<file path="src/kwu_consts.vh">
// Constants for the key-on wakeup unit: register map, field positions and reset values.
// Assumes inclusion by kwu_key_wakeup.v only.
`ifndef KWU_CONSTS_VH
`define KWU_CONSTS_VH
`define KWU_ENABLE_OFFSET 32'h0000_0031
`define KWU_ENABLE_ADDR 32'h0000_00C4
`define KWU_STATUS_ADDR 32'h0000_0100
`define KWU_CTRL_ADDR 32'h0000_0104
`define KWU_EN_LSB 4
`define KWU_EN_MSB 7
`define KWU_EN_RESET 4'h0
`define KWU_CTRL_RESET 2'h0
`define KWU_CTRL_LEVEL_BIT 0
`define KWU_CTRL_ENTRY_BIT 1
`define KWU_PIN_PRIMARY 4
`define KWU_PIN_COUNT 5
`define KWU_PIN_IDLE 5'h0F
`endif

</file>
<file path="src/kwu_key_wakeup.v">
// Key-on wakeup unit: four low-level key inputs plus the primary release pin end STOP mode.
// Assumes an AHB-Lite master on ref_clk and pins that are already configured as inputs.
// Key release detection is clock-free; the bus side sees synchronised copies of the pins.
// Overview of operation
// - Four key inputs can end STOP mode.
// - One enable bit per key input.
// - Enable register bits 7..4, write-only, at 0x31.
// - Enables reset to zero; low nibble undefined.
// - Enabled key low starts release in STOP, in level mode only.
// - Release condition at STOP entry skips stopping.
// - Primary pin: high level or rising edge.
// - Primary pin always acts as release source.
`timescale 1ns/1ps
`include "kwu_consts.vh"
module kwu_key_wakeup (
   input wire ref_clk,
   input wire resetn,
   input wire hsel,
   input wire [31:0] haddr,
   input wire [1:0] htrans,
   input wire hwrite,
   input wire [2:0] hsize,
   input wire [31:0] hwdata,
   input wire hready,
   output reg [31:0] hrdata,
   output wire hreadyout,
   output wire hresp,
   input wire key_wake_input_a,
   input wire key_wake_input_b,
   input wire key_wake_input_c,
   input wire key_wake_input_d,
   input wire stop_pin,
   input wire stop_mode,
   output wire release_async,
   output reg release_req
);
   // Enable bit 3 serves key d and bit 0 serves key a.
   reg [3:0] key_wake_enable_reg;
   reg [1:0] ctrl_reg;
   reg wr_pend_reg;
   reg [31:0] wr_addr_reg;
   reg [4:0] pin_meta_reg;
   reg [4:0] pin_sync_reg;
   reg stop_prev_reg;
   reg edge_flag_reg;
   wire [4:0] pin_raw;
   wire release_mode_level;
   wire stop_enter_cmd;
   wire [3:0] keys_raw;
   wire key_low_raw;
   wire primary_raw;
   wire [3:0] keys_sync;
   wire primary_high_sync;
   wire key_low_sync;
   wire primary_level_sync;
   wire primary_rise_sync;
   wire release_cond_sync;
   wire stop_or_entry;
   wire entry_pin_high;
   wire addr_phase;
   wire rd_phase;
   wire wr_enable_hit;
   wire wr_ctrl_hit;
   wire rd_status_hit;
   wire rd_ctrl_hit;
   genvar pin_idx;

   // Key pins rest high behind their pull-ups and the primary pin rests low, so the
   // synchroniser resets to the idle levels and no false press or edge follows reset.
   localparam [4:0] PIN_IDLE = `KWU_PIN_IDLE;

   // True when any enabled key is held low. One decode serves the clock-free path
   // and the synchronised path, so the two can never disagree about which keys count.
   function key_any_low;
      input [3:0] enables;
      input [3:0] levels;
      begin
         key_any_low = |(enables & ~levels);
      end
   endfunction

   // Full-word compare of a bus address against one register's byte address.
   function addr_hit;
      input [31:0] addr;
      input [31:0] target;
      begin
         addr_hit = (addr == target);
      end
   endfunction

   // Zero-wait slave with an OKAY response; hsize is not decoded, as only words exist.
   // Decodes are full 32-bit compares, so the registers have no aliases.
   assign hreadyout = 1'b1;
   assign hresp = 1'b0;
   assign addr_phase = hsel & htrans[1] & hready;
   assign rd_phase = addr_phase & ~hwrite;
   assign wr_enable_hit = wr_pend_reg & addr_hit(wr_addr_reg, `KWU_ENABLE_ADDR);
   assign wr_ctrl_hit = wr_pend_reg & addr_hit(wr_addr_reg, `KWU_CTRL_ADDR);
   assign rd_status_hit = addr_hit(haddr, `KWU_STATUS_ADDR);
   assign rd_ctrl_hit = addr_hit(haddr, `KWU_CTRL_ADDR);

   // Bit 0 selects the release mode (1 = level), bit 1 is a STOP request seen by this unit.
   assign release_mode_level = ctrl_reg[`KWU_CTRL_LEVEL_BIT];
   assign stop_enter_cmd = ctrl_reg[`KWU_CTRL_ENTRY_BIT];

   // The address phase is remembered so that the write lands with hwdata one edge later.
   always @(posedge ref_clk) begin
      if (!resetn) begin
         wr_pend_reg <= 1'b0;
         wr_addr_reg <= 32'h0000_0000;
      end else begin
         wr_pend_reg <= addr_phase & hwrite;
         if (addr_phase) begin
            wr_addr_reg <= haddr;
         end
      end
   end

   // Only bits 7 to 4 of the written word are kept; the low nibble has no storage.
   always @(posedge ref_clk) begin
      if (!resetn) begin
         key_wake_enable_reg <= `KWU_EN_RESET;
      end else if (wr_enable_hit) begin
         key_wake_enable_reg <= hwdata[`KWU_EN_MSB:`KWU_EN_LSB];
      end
   end

   // The entry bit is a one-cycle pulse. A write that sets it wins over the self-clear,
   // so a STOP request written on consecutive transfers is never lost.
   always @(posedge ref_clk) begin
      if (!resetn) begin
         ctrl_reg <= `KWU_CTRL_RESET;
      end else if (wr_ctrl_hit) begin
         ctrl_reg <= hwdata[1:0];
      end else begin
         ctrl_reg[`KWU_CTRL_ENTRY_BIT] <= 1'b0;
      end
   end

   // The enable register is write-only and reads as zero, as do unmapped addresses.
   // Status shows the synchronised pins so software can compare them with the ports.
   // Reads are decoded in the address phase, so hrdata stands for the whole data phase.
   always @(posedge ref_clk) begin
      if (!resetn) begin
         hrdata <= 32'h0000_0000;
      end else if (rd_phase) begin
         if (rd_status_hit) begin
            hrdata <= {25'h0000000, stop_prev_reg, edge_flag_reg, pin_sync_reg};
         end else if (rd_ctrl_hit) begin
            hrdata <= {31'h0000_0000, ctrl_reg[`KWU_CTRL_LEVEL_BIT]};
         end else begin
            hrdata <= 32'h0000_0000;
         end
      end
   end

   // Key d sits in the top bit, matching enable bit 7.
   assign keys_raw = {key_wake_input_d, key_wake_input_c, key_wake_input_b, key_wake_input_a};
   assign pin_raw = {stop_pin, keys_raw};

   // Ungated by the clock so a stopped oscillator can still be restarted.
   assign key_low_raw = release_mode_level &
                        key_any_low(key_wake_enable_reg, keys_raw);
   assign primary_raw = stop_pin & release_mode_level;
   // Edge mode needs a clock-free latch outside; only the level path is asynchronous here.
   assign release_async = stop_mode & (key_low_raw | primary_raw);

   // Two flip-flops per pin; nothing but the second stage reads the first.
   generate
      for (pin_idx = 0; pin_idx < `KWU_PIN_COUNT; pin_idx = pin_idx + 1) begin : g_pin_sync
         always @(posedge ref_clk) begin
            if (!resetn) begin
               pin_meta_reg[pin_idx] <= PIN_IDLE[pin_idx];
               pin_sync_reg[pin_idx] <= PIN_IDLE[pin_idx];
            end else begin
               pin_meta_reg[pin_idx] <= pin_raw[pin_idx];
               pin_sync_reg[pin_idx] <= pin_meta_reg[pin_idx];
            end
         end
      end
   endgenerate

   // The previous sample of the primary pin gives the rising edge for edge mode.
   always @(posedge ref_clk) begin
      if (!resetn) begin
         stop_prev_reg <= 1'b0;
         edge_flag_reg <= 1'b0;
      end else begin
         stop_prev_reg <= primary_high_sync;
         edge_flag_reg <= primary_rise_sync;
      end
   end

   // Synchronised copies of the same decodes drive the registered request.
   assign keys_sync = pin_sync_reg[3:0];
   assign primary_high_sync = pin_sync_reg[`KWU_PIN_PRIMARY];
   assign key_low_sync = release_mode_level &
                         key_any_low(key_wake_enable_reg, keys_sync);
   assign primary_level_sync = release_mode_level & primary_high_sync;
   assign primary_rise_sync = ~release_mode_level & primary_high_sync & ~stop_prev_reg;
   assign release_cond_sync = key_low_sync | primary_level_sync | primary_rise_sync;
   assign stop_or_entry = stop_mode | stop_enter_cmd;
   // At the STOP command a high primary pin releases in either mode.
   assign entry_pin_high = stop_enter_cmd & primary_high_sync;

   // A pending release at the STOP command goes straight to warm-up instead of stopping.
   // The request lags the pins by the two synchroniser stages plus this register.
   always @(posedge ref_clk) begin
      if (!resetn) begin
         release_req <= 1'b0;
      end else begin
         release_req <= (stop_or_entry & release_cond_sync) | entry_pin_high;
      end
   end
endmodule

</file>
<file path="config.mk">
export PLATFORM = sky130hd
export DESIGN_NAME = kwu_key_wakeup
export DESIGN_NICKNAME = d
export VERILOG_FILES = /design/src/kwu_key_wakeup.v
export VERILOG_INCLUDE_DIRS = /design/src /design/src/src
export SDC_FILE = /design/constraint.sdc
export NUM_CORES = 1
export LEC_CHECK = 0
export BUFFER_PORTS_ARGS = -buffer_cell sky130_fd_sc_hd__buf_2
export CORE_MARGIN = 4
export CORE_UTILIZATION = 40
export CTS_CLUSTER_DIAMETER = 200
export DETAILED_ROUTE_END_ITERATION = 10
export PLACE_DENSITY = 0.74
export SETUP_SLACK_MARGIN = 0.4
export SLEW_MARGIN = 10
export SYNTH_ARGS = -nofsm -noshare
export SYNTH_HDL_FRONTEND = slang
export SYNTH_SLANG_ARGS = --single-unit
</file>
<file path="constraint.sdc">
create_clock -name ref_clk -period 1.45 [get_ports ref_clk]
set_input_delay 0.0725 -clock ref_clk [delete_from_list [all_inputs] [get_ports ref_clk]]
set_output_delay 0.0725 -clock ref_clk [all_outputs]
set_load 0.02 [all_outputs]
</file>
# Yosys cells after proc, flatten, opt, wreduce, memory -nomap -nowiden
# Cells that the tools add are included.
# classes
n_eq_ne	4
mux	2
bitwise	27
n_reduce_logical	3
# ops
operator	n
$eq 32x9->1 const B	3
$eq 32x8->1 const B	1
$and 1x1->1	15
$and 4x4->4	2
$not 4->4	2
$reduce_or 4->1	2
$mux 7	1
$or 1x1->1	5
$not 1->1	3
$reduce_and 2->1	1
$mux 1	1
# word_totals
register_bits	84
input_bits	80
elab_cells	55

# Depth between registers and ports, before layout
# Gate-level depths: netlist of the first run.
# depth
depth_word	8
mapped_depth	5
ltp_nobuf	4

# Worst setup path before layout of the first run
# Ideal clock, no wire load.
# synth_path
kind	reg-to-reg
startpoint	reg wr_addr_reg[19]
endpoint	reg key_wake_enable_reg[0]
setup_time_ns	0.072
arrival_ns	1.340
slack_ns	0.039
stages_incl_launch_ff	5
path_buffers	0
period_less_slack_ns	1.411
cell_sequence	dfxtp_1 > nor4_2 > nand4_1 > nor4_4 > mux2i_1
# synth_via
elab_chain_cells	2
# synth_rtl
element	line_no	source
from (decl)	kwu_key_wakeup.v:41	reg [31:0] wr_addr_reg;
from (signal assigned)	kwu_key_wakeup.v:114	wr_addr_reg <= haddr;
$eq 32x8->1	kwu_key_wakeup.v:87	addr_hit = (addr == target);
$and 1x1->1	kwu_key_wakeup.v:97	assign wr_enable_hit = wr_pend_reg & addr_hit(wr_addr_reg, `KWU_ENABLE_ADDR);
to (signal assigned)	kwu_key_wakeup.v:122	key_wake_enable_reg <= `KWU_EN_RESET;
to (signal assigned)	kwu_key_wakeup.v:124	key_wake_enable_reg <= hwdata[`KWU_EN_MSB:`KWU_EN_LSB];
to (decl)	kwu_key_wakeup.v:38	reg [3:0] key_wake_enable_reg;
# No other way between the ends.
# A chain may end at the register's enable or synchronous reset.

# Worst setup path in the final report of the first run
# layout_path
startpoint	reg wr_addr_reg[0]
endpoint	reg key_wake_enable_reg[0]
# Same word-level chain as after synthesis.

==> results of run 1 <==
## cells in the final DEF, fill, tap and decap left out, types with 2 or more instances in the layout
master / netlist / final
nand2_1: 76 / 76
buf_2: 0 / 57
dfxtp_1: 59 / 52
dlygate4sd3_1: 0 / 39
a21boi_0: 32 / 32
conb_1: 2 / 27
nand2b_1: 9 / 9
clkbuf_8: 0 / 9
buf_4: 27 / 9
nor4_2: 3 / 7
dfxtp_2: 0 / 7
mux2i_1: 6 / 6
a32o_1: 5 / 5
nand4_1: 4 / 4
and2_1: 4 / 4
inv_2: 0 / 3
o22ai_1: 4 / 3
and3_1: 3 / 3
nor4_4: 1 / 3
nor2_1: 3 / 3
clkinvlp_4: 0 / 3
nor4_1: 8 / 2
nor3_1: 2 / 2
o21ai_0: 2 / 2
nor4b_2: 1 / 2
inv_6: 0 / 2
## report_power, final
| part | internal (uW) | leakage, uW | switching [uW] |
|---|---|---|---|
| sequential | 1660 | 0.000483 | 29.2 |
| combinational | 186 | 0.000827 | 200 |
| clock | 644 | 0.0000844 | 733 |
| total | 2490 | 0.00139 | 962 |
## final cells by class
cell class / count / area share
multi-input cells: 203 / 0.353
flip-flops and latches: 59 / 0.344
repair buffers: 106 / 0.218
clock buffers: 9 / 0.0358
well taps: 75 / 0.0271
clock inverters: 7 / 0.0174
inverters: 4 / 0.00434
## routing by layer
metal | up-vias | routed length [um]
li1 | 1114 | -
met1 | 1018 | 2430
met2 | 75 | 3120
met3 | 13 | 413
met4 | 0 | 140
met5 | - | 0
## critical path, stage by stage (launching register included)
cell	delay [ns]
dfxtp_1	0.33
nor4b_2	0.30
nand4_1	0.20
nor4_4	0.24
buf_4	0.19
mux2i_1	0.17
## path summary, 6_finish.rpt
kind	startpoint	endpoint	slack (ns)	cells past startpoint
hold reg to reg	pin_meta_reg[1]	keys_sync[1]	0.42	1
setup / recovery	wr_addr_reg[0]	key_wake_enable_reg[0]	-0.05	5
hold / removal	haddr[9]	wr_addr_reg[9]	0.02	3
setup reg to reg	wr_addr_reg[0]	key_wake_enable_reg[0]	-0.05	5
## per-stage QoR
| stage | setup WS (ns) | hold slack [ns] | instance area (um2) | cells |
|---|---|---|---|---|
| 3_5_place_dp | -0.0919 | 0.281 | 2790 | 406 |
| 6_report | -0.0461 | 0.0198 | 3460 | 463 |
| 4_1_cts | -0.0320 | 0.00249 | 3390 | 461 |
| 2_1_floorplan | 0.0823 | 0.174 | 2610 | 307 |
| 5_1_grt | -0.126 | 0.0119 | 3460 | 463 |
| 3_3_place_gp | -0.138 | 0.276 | 2790 | 406 |
## repair_timing
action                                 in CTS  in global routing
cloned                                      0                  0
pin swaps                                   4                  6
hold buffers                               39                  0
endpoints found under the hold margin      39                  0
setup buffers                               0                  2
setup endpoints to repair                  14                 14
gates resized for setup                     6                 14
## logic make-up (layout without fill, tap and decap cells)
kind of cell	Yosys count	count (layout)	synth area share
other	2	27	0.00300
AOI/OAI and AO/OA	49	49	0.149
muxes	6	6	0.0240
and+or+nand+nor	121	121	0.243
DFF	59	59	0.472
buffers and inverters	45	126	0.108
==> out/metrics.yaml, run 1 <==
wl_per_cell_um: 13.2
finalCritPeriodShare: 1.03
placementRows: 28
grt_pass1_vias: 2137
min_path_type: "in2reg"
p_total_uw: 3460
fin_ws_ns: -0.0461
setup_tns_ns: -0.163
setup_viol: 4
synth_cells: 282
leakage_uw: 0.00139
grt_max_degree: 34
seq_area_um2: 1190
fin_util: 0.577
start_util: 0.417
place_hpwl_um: 4180
path_class: "reg2reg"
vias_per_cell: 4.79
fin_crit_ns: 1.50
port_buffers: 58
skew_ns: 0.00922
violations: "negative setup slack"
fill_cells: 552
grt_busiest_layer: "met2"
routed_wl_um: 6100
cts_tree: "built"
clock_latency_ns: 0.34
cp.arrival_ns: 1.77
synth_warnings: 0
diodes: 0
synth_edf_count: 0
drtIter0Drc: 91
drc: 0
yosys.cell_count.top_type: "nand2_1"
syn_avg_cell_area_um2: 8.86
largest_reg_flops: 32
drtAntennaViolNets: 0
synth_commonest_cells: "nand2_1 (76), dfxtp_1 (59), a21boi_0 (32)"
synthFlopType: "dfxtp_1"
place_congestion: 0.816
synthTopCellsByArea: "dfxtp_1 (47%), nand2_1 (11%), a21boi_0 (9.6%)"
cts_max_level: 3
hold_viol: 0
synth.distinct_cells: 32
fmax_ghz: 0.668
yosysTopAreaCell: "dfxtp_1"
synth_top_area_frac: 0.472
powerDensity_nw_per_um2: 999
status: "finished, violations left"
clock_sinks: 59
vias: 2220
grt_pass1_wl_um: 9740
clk_pin_slew_ns: 0.08
clockRootBuffer: "clkbuf_8"
endpoint_kind: "register"
antenna_found_initial: 0
use_met2: 0.289
synth_area_um2: 2500
die_h_um: 87.1
ys_async_sr_fraction: 0
use_met3: 0.0530
dieArea_um2: 7580
clockBufferDepth: 2
slew_violations: 0
maxCapViolCount: 0
yosysSeqAreaShare: 0.472
ios: 116
grt_use_met1: 0.187
numCtsBuffers: 9
final_layout_size_suffix_gt1_frac: 0.278
multi_input_area_um2: 1220
drt_first_pass_iters: 4
cp-start-kind: "register"
core_um2: 5990
track_usage: 0.168
die_w_um: 87.1
ys_seq_elements: 59
critPathMaxFanout: 4
rsz0062_at_grt: "true"
num-nets-final: 463
worstPathRequired_ns: 1.72
grt_overflow: 0
synthToLayoutAreaGrowth_pct: 38.3
irDropWorstVdd_mv: 0.638
(Power assumes the default switching activity.)
==> run 2: changes to the inputs <==
--- a/config.mk
+++ b/config.mk
@@ -8,10 +8,11 @@
 export LEC_CHECK = 0
 export BUFFER_PORTS_ARGS = -buffer_cell sky130_fd_sc_hd__buf_2
 export CORE_MARGIN = 4
-export CORE_UTILIZATION = 40
+export CORE_UTILIZATION = 42
 export CTS_CLUSTER_DIAMETER = 200
 export DETAILED_ROUTE_END_ITERATION = 10
-export PLACE_DENSITY = 0.74
+export GPL_TIMING_DRIVEN = 0
+export PLACE_DENSITY = 0.77
 export SETUP_SLACK_MARGIN = 0.4
 export SLEW_MARGIN = 10
 export SYNTH_ARGS = -nofsm -noshare
==> run 2 against run 1 <==
Against the previous run:
- the flow finishes with violations (negative hold slack, negative setup slack)
- final cell count grew 4.1%
- die area shrank 4.3%
- power rose by 7.8%
- global-route usage up 1.1 points
- critical endpoint unchanged
- first-iteration DRC count up 8.8%
- sequential cell count stayed put
- via count increased by 3.7%
- fmax decreased by 1.0%
- clock skew down 0.0032 ns
- final area is 5.5% higher
- utilization is 6.9 points higher
==> out/metrics.yaml, run 2 (synthesized netlist as in run 1, its figures left out) <==
routed_wl_um: 6400
finalCritPeriodShare: 1.04
layout_commonest_cell: "nand2_1"
seq_power_share: 0.454
crit_path_frequent_cell: "nor4_4"
num-nets-final: 485
clock_sinks: 59
vias_per_cell: 4.78
critPathMaxFanout: 4
numCtsBuffers: 9
drt_first_pass_iters: 4
critical_path.max_stage_delay_ns: 0.33
slowest_stage: "dfxtp_2"
setup_viol: 6
crit_buf_inv: 1
skew_ns: 0.00602
grt_pass1_vias: 2250
vias: 2302
grt_pass1_wl_um: 10400
switchingPower_uw: 876
die_w_um: 85.2
largest_reg_flops: 32
hold_viol: 2
violations: "negative hold slack, negative setup slack"
path_class: "reg2reg"
synthToLayoutAreaGrowth_pct: 45.9
cts_max_level: 3
path_cells: "nor4_4, nand4_1, nor4_4, buf_4, mux2i_1"
start_util: 0.443
fin_ws_ns: -0.0617
endpoint_kind: "register"
drtIter0Drc: 99
clock_latency_ns: 0.34
wl_per_cell_um: 13.3
cp-start-kind: "register"
fin_util: 0.646
fill_cells: 467
fmax_ghz: 0.662
slew_violations: 0
min_path_type: "in2reg"
combPwrFrac: 0.120
reg2reg_slack_ns: -0.06
die_h_um: 85.2
holdWs_ns: -0.00336
drtAntennaViolNets: 0
grt_max_degree: 11
ios: 116
final_layout_size_suffix_gt1_frac: 0.320
worstPathRequired_ns: 1.71
path_delay_family: "simple AND/OR/NAND/NOR gates"
swShare: 0.235
powerDensity_nw_per_um2: 1020
clk_pin_slew_ns: 0.06
maxCapViolCount: 0
dieArea_um2: 7250
clockRootBuffer: "clkbuf_8"
grt_overflow: 0
p_int_uw: 2850
core_um2: 5640
diodes: 0
leakage_uw: 0.00152
drc: 0
placementRows: 27
place_congestion: 0.829
clockBufferDepth: 2
cts_tree: "built"
port_buffers: 57
track_usage: 0.179
final_cell_mix: "nand2_1 (76), dfxtp_1 (54), buf_2 (51)"
pre_cts_ws_ns: -0.140
antenna_found_initial: 0
place_hpwl_um: 4380
status: "finished, violations left"
fin_crit_ns: 1.51
p_clk_frac: 0.426
cp.arrival_ns: 1.78
rsz0062_at_grt: "true"
irDropWorstVdd_mv: 0.604
==> run 2: power by group through the flow <==
stage	registers (uW)	clock network [uW]	logic (uW)
after global routing	1690	1690	489
after CTS	1690	1610	406
after detailed placement	1730	0	345
final	1690	1590	447
after global placement	1720	0	342
after floorplan	1720	0	233
==> run 2: stage by stage <==
step / total power [uW] / instances / setup TNS, ns / instance area, um2
2_1_floorplan: 1950 / 307 / 0 / 2610
3_3_place_gp: 2060 / 436 / -0.612 / 2990
3_5_place_dp: 2070 / 436 / -0.896 / 2990
5_1_grt: 3870 / 482 / -0.928 / 3650
6_report: 3720 / 482 / -0.278 / 3650
4_1_cts: 3700 / 478 / -0.401 / 3500
==> run 2: metal layers <==
metal	track usage	vias up	share of wire
li1	-	1154	-
met1	0.215	1062	0.40
met4	0.0619	0	0.017
met2	0.302	75	0.51
met3	0.0553	11	0.068
met5	0	-	0
==> run 2: final timing paths <==
| kind | from | to | cells past startpoint |
|---|---|---|---|
| max | wr_addr_reg[12] | key_wake_enable_reg[0] | 5 |
| min reg2reg | pin_meta_reg[0] | keys_sync[0] | 1 |
| max reg2reg | wr_addr_reg[12] | key_wake_enable_reg[0] | 5 |
| min | haddr[9] | wr_addr_reg[9] | 3 |
==> run 2: repair_timing <==
| item | CTS | global route |
|---|---|---|
| setup endpoints to repair | 14 | 36 |
| pin swaps | 6 | 13 |
| resized for setup | 11 | 30 |
| setup buffers | 1 | 3 |
| gates cloned | 0 | 0 |
| hold endpoints to repair | 25 | 1 |
| hold buffers | 25 | 1 |
==> run 2: cell type report <==
| class | instances | area [um2] | share of cell area |
|---|---|---|---|
| multi-input combinational | 203 | 1270 | 0.349 |
| buffer | 41 | 259 | 0.0710 |
| tap | 72 | 90.1 | 0.0247 |
| clock buffer | 11 | 131 | 0.0360 |
| timing repair buffer | 87 | 613 | 0.168 |
| inverter | 4 | 15.0 | 0.00412 |
| sequential | 59 | 1190 | 0.326 |
| clock inverter | 5 | 77.6 | 0.0213 |
==> run 2: worst register-to-register path: cells and delay by family (launching register included) <==
| family | cells | cell delay (ns) |
|---|---|---|
| multiplexers | 1 | 0.17 |
| flip-flops | 1 | 0.33 |
| buffers and inverters | 1 | 0.19 |
| AND/OR/NAND/NOR | 3 | 0.75 |
==> run 3: changes to the inputs <==
--- a/config.mk
+++ b/config.mk
@@ -12,6 +12,7 @@
 export CTS_CLUSTER_DIAMETER = 200
 export DETAILED_ROUTE_END_ITERATION = 10
 export GPL_TIMING_DRIVEN = 0
+export MAX_ROUTING_LAYER = met4
 export PLACE_DENSITY = 0.77
 export SETUP_SLACK_MARGIN = 0.4
 export SLEW_MARGIN = 10
==> run 3 against run 2 <==
Against the previous run:
- the run still ends with negative hold slack, negative setup slack left
- sequential cell count is the same
- clock skew hardly changed
- final cell count is the same
- non-clock buffer count is the same
- register-to-register slack about the same
- critical path type unchanged
- largest cell class unchanged
- largest power group unchanged
==> out/metrics.yaml, run 3 (synthesized netlist as in run 1, its figures left out) <==
swShare: 0.235
wl_per_cell_um: 13.3
endpoint_kind: "register"
fmax_ghz: 0.661
hold_end: "wr_addr_reg[9]"
synthToLayoutAreaGrowth_pct: 45.9
routed_wl_um: 6390
seq_power_share: 0.454
rsz0062_at_grt: "true"
slew_violations: 0
grt_max_degree: 11
dpl_cell_area_um2: 2990
violations: "negative hold slack, negative setup slack"
antenna_found_initial: 0
cp.arrival_ns: 1.78
fin_area_um2: 3650
critPathMaxFanout: 4
num-nets-final: 485
clock_latency_ns: 0.34
final_layout_size_suffix_gt1_frac: 0.320
finalCritPeriodShare: 1.04
grt_overflow: 0
largest_reg_flops: 32
drt_first_pass_iters: 4
clockBufferDepth: 2
dieArea_um2: 7250
die_h_um: 85.2
fin_crit_ns: 1.51
layout_commonest_cell: "nand2_1"
irDropWorstVdd_mv: 0.604
drc: 0
hold-path-cell-count: 3
status: "finished, violations left"
core_um2: 5640
numCtsBuffers: 9
port_buffers: 57
cp-start-kind: "register"
track_usage: 0.185
r2r_end: "key_wake_enable_reg[0]"
ios: 116
grt_pass1_wl_um: 10500
hold_viol: 2
r2r_cells: 5
clk_pin_slew_ns: 0.06
drtAntennaViolNets: 0
cts_tree: "built"
fill_cells: 467
grt_pass1_vias: 2252
leakage_uw: 0.00152
min_path_type: "in2reg"
die_w_um: 85.2
powerDensity_nw_per_um2: 1020
vias: 2316
setup_viol: 6
dp_cells: 436
p_clk_frac: 0.426
place_congestion: 0.842
worstHoldStart: "haddr[9]"
clockRootBuffer: "clkbuf_8"
path_class: "reg2reg"
vias_per_cell: 4.80
maxCapViolCount: 0
start_util: 0.443
drtIter0Drc: 96
fin_cells: 482
holdWs_ns: -0.00260
skew_ns: 0.00641
p_int_uw: 2850
clock_sinks: 59
final_cell_mix: "nand2_1 (76), dfxtp_1 (54), buf_2 (51)"
cts_max_level: 3
placementRows: 27
combPwrFrac: 0.120
timing.rr.start: "wr_addr_reg[12]"
fin_util: 0.646
worstPathRequired_ns: 1.72
diodes: 0
fin_ws_ns: -0.0633
switchingPower_uw: 875
reg2reg_slack_ns: -0.06
place_hpwl_um: 4380
## run 3: area by class of cell
| type | count | area (um2) | share of cell area |
|---|---|---|---|
| Buffer | 41 | 259 | 0.0710 |
| Clock buffer | 11 | 131 | 0.0360 |
| Clock inverter | 5 | 77.6 | 0.0213 |
| Inverter | 4 | 15.0 | 0.00412 |
| Multi-Input combinational cell | 203 | 1270 | 0.349 |
| Sequential cell | 59 | 1190 | 0.326 |
| Tap cell | 72 | 90.1 | 0.0247 |
| Timing Repair Buffer | 87 | 613 | 0.168 |
## run 3: metrics by stage
| stage | setup slack (ns) | hold slack [ns] | setup TNS (ns) | total power [uW] |
|---|---|---|---|---|
| after floorplan | 0.0823 | 0.174 | 0 | 1950 |
| final | -0.0633 | -0.00260 | -0.315 | 3720 |
| after CTS | -0.0881 | 0.000484 | -0.401 | 3700 |
| after global routing | -0.170 | 0.00862 | -0.928 | 3870 |
| after detailed placement | -0.140 | 0.280 | -0.896 | 2070 |
| after global placement | -0.128 | 0.274 | -0.612 | 2060 |
## run 3: worst max path at each step
stage	start	endpoint	slack [ns]
floorplan	wr_addr_reg[5]	key_wake_enable_reg[0]	0.08
global placement	wr_addr_reg[12]	key_wake_enable_reg[1]	-0.13
detailed placement	wr_addr_reg[12]	key_wake_enable_reg[3]	-0.14
CTS	wr_addr_reg[15]	key_wake_enable_reg[3]	-0.09
global route	wr_addr_reg[31]	ctrl_reg[0]	-0.17
finish	wr_addr_reg[12]	key_wake_enable_reg[0]	-0.06
## run 3: layer usage
layer	track usage	wire length [um]
met5	-	0
met4	0.0619	129
met2	0.302	3250
met1	0.216	2550
met3	0.0553	465
## run 3: critical path: stages, from the launching register on
cell and delay, ns:
dfxtp_2 0.33, nor4_4 0.27, nand4_1 0.20, nor4_4 0.28, buf_4 0.19, mux2i_1 0.17
## run 3: repair_timing
item / CTS / global route
resized for setup: 11 / 30
gates cloned: 0 / 0
buffers inserted: 1 / 3
endpoints found under the hold margin: 25 / 1
endpoints found under the setup margin: 14 / 36
hold buffers: 25 / 1
pin swaps: 6 / 13
## run 3: power by group through the flow
stage / Combinational, uW / Sequential (uW) / Clock (uW)
after floorplan: 233 / 1720 / 0
after global placement: 342 / 1720 / 0
after detailed placement: 345 / 1730 / 0
after CTS: 406 / 1690 / 1610
after global routing: 490 / 1690 / 1690
final: 446 / 1690 / 1590
